[src/logic/led_sup_pkg.sv]
// shared constants and types for the led driver fault supervisor
package led_sup_pkg;

    // =========================================================
    // timing
    localparam int unsigned CLK_HZ = 100_000_000;
    localparam int unsigned INT_OSC_HZ = 350_000;
    localparam int unsigned EXT_MIN_HZ = 100_000;
    localparam int unsigned EXT_MAX_HZ = 700_000;
    // internal oscillator period in clk cycles (slightly short, rounded down)
    localparam int unsigned INT_OSC_CYC = CLK_HZ / INT_OSC_HZ;
    // no edge for two slowest periods: timing pin is strapped
    localparam int unsigned EXT_LOSS_CYC = 2 * (CLK_HZ / EXT_MIN_HZ);
    localparam int unsigned SLEEP_ENTRY_TICKS = 32768;
    localparam int unsigned BLANK_TICKS = 256;
    localparam int unsigned PER_W = 12;

    // =========================================================
    // reset values
    localparam logic GATE_RST = 1'b0;
    localparam logic FLAG_OE_RST = 1'b0;

    // =========================================================
    // types
    typedef struct packed {
        logic reg_below_off;
        logic reg_above_on;
        logic out_short;
        logic string_short;
        logic open_led;
        logic led_short;
        logic under_current;
        logic overtemp;
        logic temp_recovered;
    } fault_in_t;

    typedef enum logic [3:0] {
        ST_SLEEP  = 4'b0001,
        ST_UNDERV = 4'b0010,
        ST_BLANK  = 4'b0100,
        ST_RUN    = 4'b1000
    } sup_state_t;

endpackage : led_sup_pkg

[src/logic/pin_sync.sv]
// two flip-flop synchroniser for asynchronous pins
module pin_sync #(
    parameter int W = 1
) (
    // clock and reset
    input wire logic clk,
    input wire logic srst,
    // data
    input wire logic [W-1:0] d,
    output logic [W-1:0] q
);
    logic [W-1:0] meta;

    always_ff @(posedge clk) begin
        if (srst) begin
            meta <= '0;
            q <= '0;
        end else begin
            meta <= d;
            q <= meta;
        end
    end

endmodule : pin_sync

[src/logic/osc_select.sv]
// oscillator source select, tick generation and phased clock
module osc_select
    import led_sup_pkg::*;
(
    // clock and reset
    input wire logic clk,
    input wire logic srst,
    // synchronised timing pin
    input wire logic pin,
    // oscillator outputs
    output logic osc_tick,
    output logic ext_mode,
    output logic phased_clk
);
    localparam int INT_CYC = INT_OSC_CYC;
    logic pin_d;
    logic rise;
    logic [PER_W-1:0] gap;
    logic [PER_W-1:0] int_cnt;
    logic [PER_W-1:0] since_tick;
    logic [PER_W-1:0] period;
    logic int_wrap;

    assign rise = pin & ~pin_d;
    assign int_wrap = (int_cnt == PER_W'(INT_OSC_CYC - 1));

    // =========================================================
    // source detection
    always_ff @(posedge clk) begin
        if (srst) begin
            pin_d <= 1'b0;
            gap <= '0;
            ext_mode <= 1'b0;
        end else begin
            pin_d <= pin;
            if (rise) begin
                gap <= '0;
                ext_mode <= 1'b1;
            end else if (gap == PER_W'(EXT_LOSS_CYC)) begin
                ext_mode <= 1'b0; // pin strapped to rail or ground
            end else begin
                gap <= gap + 1'b1;
            end
        end
    end

    // =========================================================
    // tick
    always_ff @(posedge clk) begin
        if (srst) begin
            int_cnt <= '0;
            osc_tick <= 1'b0;
        end else begin
            int_cnt <= int_wrap ? '0 : int_cnt + 1'b1;
            osc_tick <= ext_mode ? rise : int_wrap;
        end
    end

    // =========================================================
    // phased clock: rises half a period after own switching point
    always_ff @(posedge clk) begin
        if (srst) begin
            since_tick <= '0;
            period <= PER_W'(INT_OSC_CYC);
            phased_clk <= 1'b0;
        end else if (osc_tick) begin
            since_tick <= '0;
            period <= since_tick + 1'b1;
            phased_clk <= 1'b0;
        end else begin
            if (since_tick != '1) begin
                since_tick <= since_tick + 1'b1;
            end
            if (since_tick == (period >> 1)) begin
                phased_clk <= 1'b1;
            end
        end
    end
endmodule : osc_select

[src/logic/led_fault_supervisor.sv]
// digital supervisor of a constant-current led converter
// Summary of operation
// long low enable puts device to sleep
// sleep time is 32768 oscillator periods
// gate drive off while enable low
// led current full when high, zero low
// host keeps pwm period below sleep time
// strapped timing pin runs internal 350 kHz
// external clock 100-700 kHz drives switching
// phased clock lags own switching point
// flags pull low unless fault, open otherwise
// unlatched flags follow their fault condition
// shorts latch, critical flag, gate off
// open led latches until enable low
// faults ignored during start-up blanking
// open led bypasses blanking, acts immediately
// undervoltage gates off, releases both flags
// undercurrent flags general, keeps driving
// overtemperature flags general, hysteresis recovery
// held-low critical flag overrides short disable
// held-low general flag overrides open disable
// blanking counted in oscillator ticks
// flags are registered fault OR per tick
module led_fault_supervisor
    import led_sup_pkg::*;
#(
    parameter int unsigned SLEEP_TICKS = SLEEP_ENTRY_TICKS,
    parameter int unsigned BLANK_LEN = BLANK_TICKS
) (
    // clock and reset
    input wire logic clk,
    input wire logic srst,
    // host side
    input wire logic enable_pwm_in,
    input wire logic critical_fault_flag_in,
    output logic critical_fault_flag_out,
    output logic critical_fault_flag_oe,
    input wire logic general_fault_flag_in,
    output logic general_fault_flag_out,
    output logic general_fault_flag_oe,
    // oscillator
    input wire logic timing_pin_in,
    output logic phased_clock_out,
    // analog side
    input wire fault_in_t fault_in,
    output logic gate_drive_out,
    output logic led_current_full,
    output logic sleep_active
);
    localparam int FW = $bits(fault_in_t);
    localparam int LOW_W = $clog2(SLEEP_TICKS + 1);
    localparam int BLK_W = $clog2(BLANK_LEN + 1);

    // =========================================================
    // input synchronisation
    logic [FW+3:0] raw_in;
    logic [FW+3:0] sync_in;
    logic en;
    logic timing_pin;
    logic crit_pin;
    logic gen_pin;
    fault_in_t flt;

    assign raw_in = {enable_pwm_in, timing_pin_in, critical_fault_flag_in,
                     general_fault_flag_in, fault_in};
    assign en = sync_in[FW+3];
    assign timing_pin = sync_in[FW+2];
    assign crit_pin = sync_in[FW+1];
    assign gen_pin = sync_in[FW];
    assign flt = fault_in_t'(sync_in[FW-1:0]);

    pin_sync #(
        .W(FW + 4)
    ) u_sync (
        .clk(clk),
        .srst(srst),
        .d(raw_in),
        .q(sync_in)
    );

    // =========================================================
    // oscillator
    logic osc_tick;
    logic ext_mode;
    logic phased_clk;

    osc_select u_osc (
        .clk(clk),
        .srst(srst),
        .pin(timing_pin),
        .osc_tick(osc_tick),
        .ext_mode(ext_mode),
        .phased_clk(phased_clk)
    );

    always_ff @(posedge clk) begin
        if (srst) begin
            phased_clock_out <= 1'b0;
        end else begin
            phased_clock_out <= phased_clk & ~sleep_active;
        end
    end

    // =========================================================
    // sleep timer, counted in oscillator periods
    logic [LOW_W-1:0] low_ticks;
    logic sleep_hit;

    assign sleep_hit = (low_ticks == LOW_W'(SLEEP_TICKS));

    always_ff @(posedge clk) begin
        if (srst || en) begin
            low_ticks <= '0;
        end else if (osc_tick && !sleep_hit) begin
            low_ticks <= low_ticks + 1'b1;
        end
    end

    // =========================================================
    // regulator and temperature hysteresis
    logic uv_state;
    logic ot_state;

    always_ff @(posedge clk) begin
        if (srst) begin
            uv_state <= 1'b1;
        end else if (flt.reg_below_off) begin
            uv_state <= 1'b1;
        end else if (flt.reg_above_on) begin
            uv_state <= 1'b0; // only the higher turn-on level re-enables
        end
    end

    always_ff @(posedge clk) begin
        if (srst) begin
            ot_state <= 1'b0;
        end else if (flt.overtemp) begin
            ot_state <= 1'b1;
        end else if (flt.temp_recovered) begin
            ot_state <= 1'b0;
        end
    end

    // =========================================================
    // supervisor state
    sup_state_t state;
    sup_state_t next_state;
    logic [BLK_W-1:0] blank_cnt;
    logic blank_done;

    assign blank_done = (blank_cnt == BLK_W'(BLANK_LEN));

    always_comb begin
        next_state = state;
        unique case (state)
            ST_SLEEP: begin
                if (en) begin
                    next_state = uv_state ? ST_UNDERV : ST_BLANK;
                end
            end
            ST_UNDERV: begin
                if (!uv_state) begin
                    next_state = ST_BLANK;
                end
            end
            ST_BLANK: begin
                if (blank_done) begin
                    next_state = ST_RUN;
                end
            end
            ST_RUN: begin
                next_state = ST_RUN;
            end
            default: begin
                next_state = ST_SLEEP;
            end
        endcase
        if (state != ST_SLEEP) begin
            if (sleep_hit) begin
                next_state = ST_SLEEP;
            end else if (uv_state) begin
                next_state = ST_UNDERV;
            end
        end
    end

    always_ff @(posedge clk) begin
        if (srst) begin
            state <= ST_SLEEP;
        end else begin
            state <= next_state;
        end
    end

    // blanking restarts whenever sleep or undervoltage is left
    always_ff @(posedge clk) begin
        if (srst || state != ST_BLANK) begin
            blank_cnt <= '0;
        end else if (osc_tick && !blank_done) begin
            blank_cnt <= blank_cnt + 1'b1;
        end
    end

    always_ff @(posedge clk) begin
        if (srst) begin
            sleep_active <= 1'b1;
        end else begin
            sleep_active <= (next_state == ST_SLEEP);
        end
    end

    // =========================================================
    // fault latches
    logic monitor;
    logic active;
    logic short_latch;
    logic open_latch;
    logic crit_override;
    logic gen_override;
    logic [1:0] crit_oe_d;
    logic [1:0] gen_oe_d;

    assign monitor = (state == ST_RUN);
    assign active = (state == ST_BLANK) || (state == ST_RUN);

    // cleared only by sleep entry or reset
    always_ff @(posedge clk) begin
        if (srst) begin
            short_latch <= 1'b0;
        end else if (monitor && (flt.out_short || flt.string_short)) begin
            short_latch <= 1'b1;
        end else if (state == ST_SLEEP) begin
            short_latch <= 1'b0;
        end
    end

    // no blanking: open output can build a hazardous voltage
    always_ff @(posedge clk) begin
        if (srst) begin
            open_latch <= 1'b0;
        end else if (active && en && flt.open_led) begin
            open_latch <= 1'b1;
        end else if (!en) begin
            open_latch <= 1'b0;
        end
    end

    // pin seen low only counts once our own pull-down has been off for
    // the synchroniser depth, else our sink would re-enable the gate
    assign crit_override = short_latch && !crit_pin && !critical_fault_flag_oe &&
                           (crit_oe_d == 2'h0);
    assign gen_override = (open_latch || flt.open_led) && !gen_pin &&
                          !general_fault_flag_oe && (gen_oe_d == 2'h0);

    // =========================================================
    // gate drive and current level
    logic next_gate;

    always_comb begin
        next_gate = en && active && !uv_state;
        if (short_latch && !crit_override) begin
            next_gate = 1'b0;
        end
        if ((open_latch || (active && flt.open_led)) && !gen_override) begin
            next_gate = 1'b0;
        end
    end

    always_ff @(posedge clk) begin
        if (srst) begin
            gate_drive_out <= GATE_RST;
            led_current_full <= 1'b0;
        end else begin
            gate_drive_out <= next_gate;
            led_current_full <= en && active;
        end
    end

    // =========================================================
    // fault flags, open drain: enable high means pulling low
    logic crit_rel;
    logic gen_rel;

    // undercurrent keeps the gate running
    assign crit_rel = uv_state || short_latch;
    assign gen_rel = uv_state || open_latch ||
                     (monitor && (flt.under_current || ot_state || flt.led_short));

    always_ff @(posedge clk) begin
        if (srst) begin
            critical_fault_flag_oe <= FLAG_OE_RST;
            general_fault_flag_oe <= FLAG_OE_RST;
        end else if (state == ST_SLEEP) begin
            critical_fault_flag_oe <= 1'b0;
            general_fault_flag_oe <= 1'b0;
        end else if (osc_tick) begin
            critical_fault_flag_oe <= ~crit_rel;
            general_fault_flag_oe <= ~gen_rel;
        end
    end

    always_ff @(posedge clk) begin
        if (srst) begin
            critical_fault_flag_out <= 1'b0;
            general_fault_flag_out <= 1'b0;
            crit_oe_d <= 2'h0;
            gen_oe_d <= 2'h0;
        end else begin
            critical_fault_flag_out <= 1'b0;
            general_fault_flag_out <= 1'b0;
            // flag history for the override check
            crit_oe_d <= {crit_oe_d[0], critical_fault_flag_oe};
            gen_oe_d <= {gen_oe_d[0], general_fault_flag_oe};
        end
    end
endmodule : led_fault_supervisor

[config.mk]
export PLATFORM = sky130hd
export DESIGN_NAME = led_fault_supervisor
export DESIGN_NICKNAME = d
export VERILOG_FILES = /design/src/logic/led_sup_pkg.sv /design/src/logic/pin_sync.sv /design/src/logic/osc_select.sv /design/src/logic/led_fault_supervisor.sv
export SDC_FILE = /design/constraint.sdc
export NUM_CORES = 1
export LEC_CHECK = 0
export BUFFER_PORTS_ARGS = -buffer_cell sky130_fd_sc_hd__buf_4
export CORE_MARGIN = 4
export CORE_UTILIZATION = 45
export DETAILED_ROUTE_END_ITERATION = 12
export PLACE_DENSITY = 0.65
export SLEW_MARGIN = 5
export SYNTH_ARGS = -nofsm -noshare
export SYNTH_HDL_FRONTEND = slang
export SYNTH_SLANG_ARGS = --single-unit
[constraint.sdc]
create_clock -name clk -period 1.7 [get_ports clk]
set_clock_uncertainty 0.1 [all_clocks]
set_input_delay 0.085 -clock clk [delete_from_list [all_inputs] [get_ports clk]]
set_output_delay 0.085 -clock clk [all_outputs]
set_load 0.02 [all_outputs]
==> out/summary.txt <==
Largest family of logic cells by synthesized area: simple AND/OR/NAND/NOR gates
Mapped Area: 0.004943 mm²
Crit path DAT: 1.96 ns
DP Worst Slack: 0.009455 ns
Wirelength per Cell: 12.90 µm
Library cells used by synthesis: 55
Starting density of the core: 45.80%
DP HPWL: 6449 µm
Layout Cells excl Fill: 741
Post-synthesis compound-gate area fraction: 8.074%
Share of the synthesized area in the top cell type: 48.60%
CP startpoint kind: flop
Synth Warn #: 0
1st-pass router iterations: 4
Global route overflow: 0
Total Routing Usage GR: 16.34%
RSZ-0062 raised after global routing: yes
Nets@finish: 613
Synth async-reset ratio: 0%
Initial antenna violation count: 0
Die height: 112.8 µm
Worst-Skew Late Latency: 0.52 ns
Cell Pwr Density: 1090 mW/mm²
Clock tree root buffer cell: clkbuf_8
Placed cells: 692
Post-synth EDFFs: 0
DR vias: 3,763
Sequential area share after synthesis: 48.60%
HP Class: in2reg
CORE AREA: 0.01079 mm²
Hold Fails Final Rpt: 0
Most used DFF post-synth: dfxtp_1
Top post-synthesis cells by area: dfxtp_1 49%, xor2_1 5.3%, xnor2_1 5.1%
Syn Area/Cell: 9.345 µm²
Post-synthesis register bit count: 120
WHS: 0.2239 ns
Top-count cell post-synth: dfxtp_1
Antenna Nets Post-Route: 0
Mux contribution to synthesized area: 1.012%
Crit path buffers/inverters: 1
Adder-cell share of the synthesized area: 2.278%
Sequential cell area: 0.002410 mm²
Area of the multi-input gates: 0.002386 mm²
CTS tree: built
Number of cell rows: 38
Period utilization: 97.07%
CP endpoint kind: flop
Number of buffers created by CTS: 17
CP peak stage delay: 0.34 ns
Critical path required time: 2.01 ns
Leakage Power: 2.280 nW
Clock Sinks: 120
Final core utilization: 57.27%
Critical-path cell list: inv_1 -> ha_1 -> nor4b_2 -> and4_4 -> a211oi_4 -> and2_1
Simple-gate share of the synthesized area: 25.03%
Clk slew on worst S/H paths: 0.05 ns
Synth area leader: dfxtp_1
Htree depth: 4
GP Congestion: 0.8287
Max stage delay cell, worst path: dfxtp_2
XOR/XNOR Fraction of Synth Area: 10.45%
Pin count of the biggest net entering global routing: 37
Setup CP Type: reg2reg
Max_cap viols: 0
Mapped Cells: 529
Crit path max fanout: 5
F_max: 0.6060 GHz
Final min period: 1.650 ns
IO Port Bufs: 20
Max clock buf depth: 2
Antenna diodes: 0
Layout area overhead: 25.03%
Final worst setup slack: 0.04981 ns
Vias/cell: 5.078
Setup violators final: 0
Commonest cells in the netlist: 120 x dfxtp_1, 66 x nor2_1, 34 x nor2b_1
Full die area: 0.01273 mm²
IO Count: 23
Vias in the first global route: 3,618
CP top delay family: simple AND/OR/NAND/NOR gates
Run status: completed
First-pass GRT wire length: 16,710 µm
Share of cells above drive strength 1: 19.13%
Final wirelength: 9559 µm
Max VDD drop: 0.0009457 V
Drc violations: 0
Slew Limit Fails: 0
Die width: 112.8 µm
DRT iter0 DRCs: 108
Fill cell count: 918
stage by stage:
| stage | power, mW | cell area (µm²) | setup TNS (ns) |
|---|---|---|---|
| floorplan | 3.160 | 4962 | 0 |
| global placement | 3.266 | 5371 | 0 |
| detailed placement | 3.273 | 5371 | 0 |
| CTS | 6.819 | 6103 | 0 |
| global route | 6.994 | 6181 | -0.02862 |
| finish | 6.738 | 6181 | 0 |
worst min-delay path, cell delays in order:
cell,delay [ns]
dlygate4sd3_1,0.52
buf_4,0.09
nor2b_1,0.10
path summary, 6_finish.rpt:
check                                   from             end  slack (ns)  depth (start not counted)
worst min-delay path             fault_in[1]  u_sync.meta[1]        0.22                          3
worst max register to register  low_ticks[0]        state[1]        0.05                          6
worst max-delay path            low_ticks[0]        state[1]        0.05                          6
worst min register to register   u_sync.q[7]        uv_state        0.30                          1
sequential cells by signal, indices dropped and copies added, names as in the netlist, 2 cells and up:
register          flops
state                 4
u_osc.period         11
u_osc.since_tick     12
low_ticks            16
u_osc.gap            12
u_osc.int_cnt        12
u_sync.meta          13
blank_cnt             9
crit_oe_d             2
gen_oe_d              2
u_sync.q             13
timing repair:
action / CTS / global route
hold endpoints to repair: 32 / 0
resized for setup: 2 / 12
endpoints found under the setup margin: 1 / 14
pin swaps: 1 / 2
hold buffers: 14 / 0
buffers inserted: 0 / 4
where the power goes:
part / internal (mW) / total, mW / switching (mW)
clock network: 2.25 / 3.49 / 1.23
registers: 2.88 / 2.91 / 0.0369
logic: 0.164 / 0.335 / 0.171
final cells by class:
cell class | instances | area share [%]
repair buffers | 67 | 8.907
inverters | 20 | 1.215
well taps | 140 | 2.834
multi-input cells | 363 | 38.60
flip-flops and latches | 120 | 38.99
clock buffers | 19 | 6.984
clock inverters | 12 | 2.470
cells by family (layout without fill, tap and decap cells):
| logic type | Yosys count | after routing |
|---|---|---|
| AND/OR/NAND/NOR | 230 | 230 |
| flip-flops | 120 | 120 |
| XOR/XNOR | 59 | 59 |
| AO/OA/AOI/OAI | 58 | 58 |
| buffers and inverters | 47 | 118 |
| adder cells (fa/ha/maj) | 9 | 9 |
| multiplexers | 5 | 5 |
| other | 1 | 2 |
layer usage:
metal / part of all wire, % / up-vias / track usage, %
li1: - / 1918 / -
met1: 46 / 1745 / 19.90
met2: 48 / 74 / 26.03
met3: 3.3 / 26 / 4.599
met4: 3.1 / 0 / 9.135
met5: 0 / - / 0
cell usage in the layout, fill, tap and decap left out, types with 3 or more instances in the layout:
master / n
clkinvlp_4: 4
xnor2_1: 29
nor2_1: 65
buf_4: 52
inv_1: 20
nand2_1: 23
clkbuf_16: 16
clkinv_2: 3
and3_1: 6
nand4_1: 12
mux2i_1: 5
xor2_1: 30
a21oi_1: 13
nor4_1: 9
nor2b_1: 34
bufinv_16: 3
nor4b_1: 5
and4_1: 5
nand3_1: 20
o21ai_0: 10
or3_1: 6
ha_1: 8
a21oi_2: 10
a211o_1: 3
nor3_1: 20
dlygate4sd3_1: 14
a211oi_1: 7
dfxtp_1: 114
dfxtp_2: 6
Power figures use the tool's default switching activity.
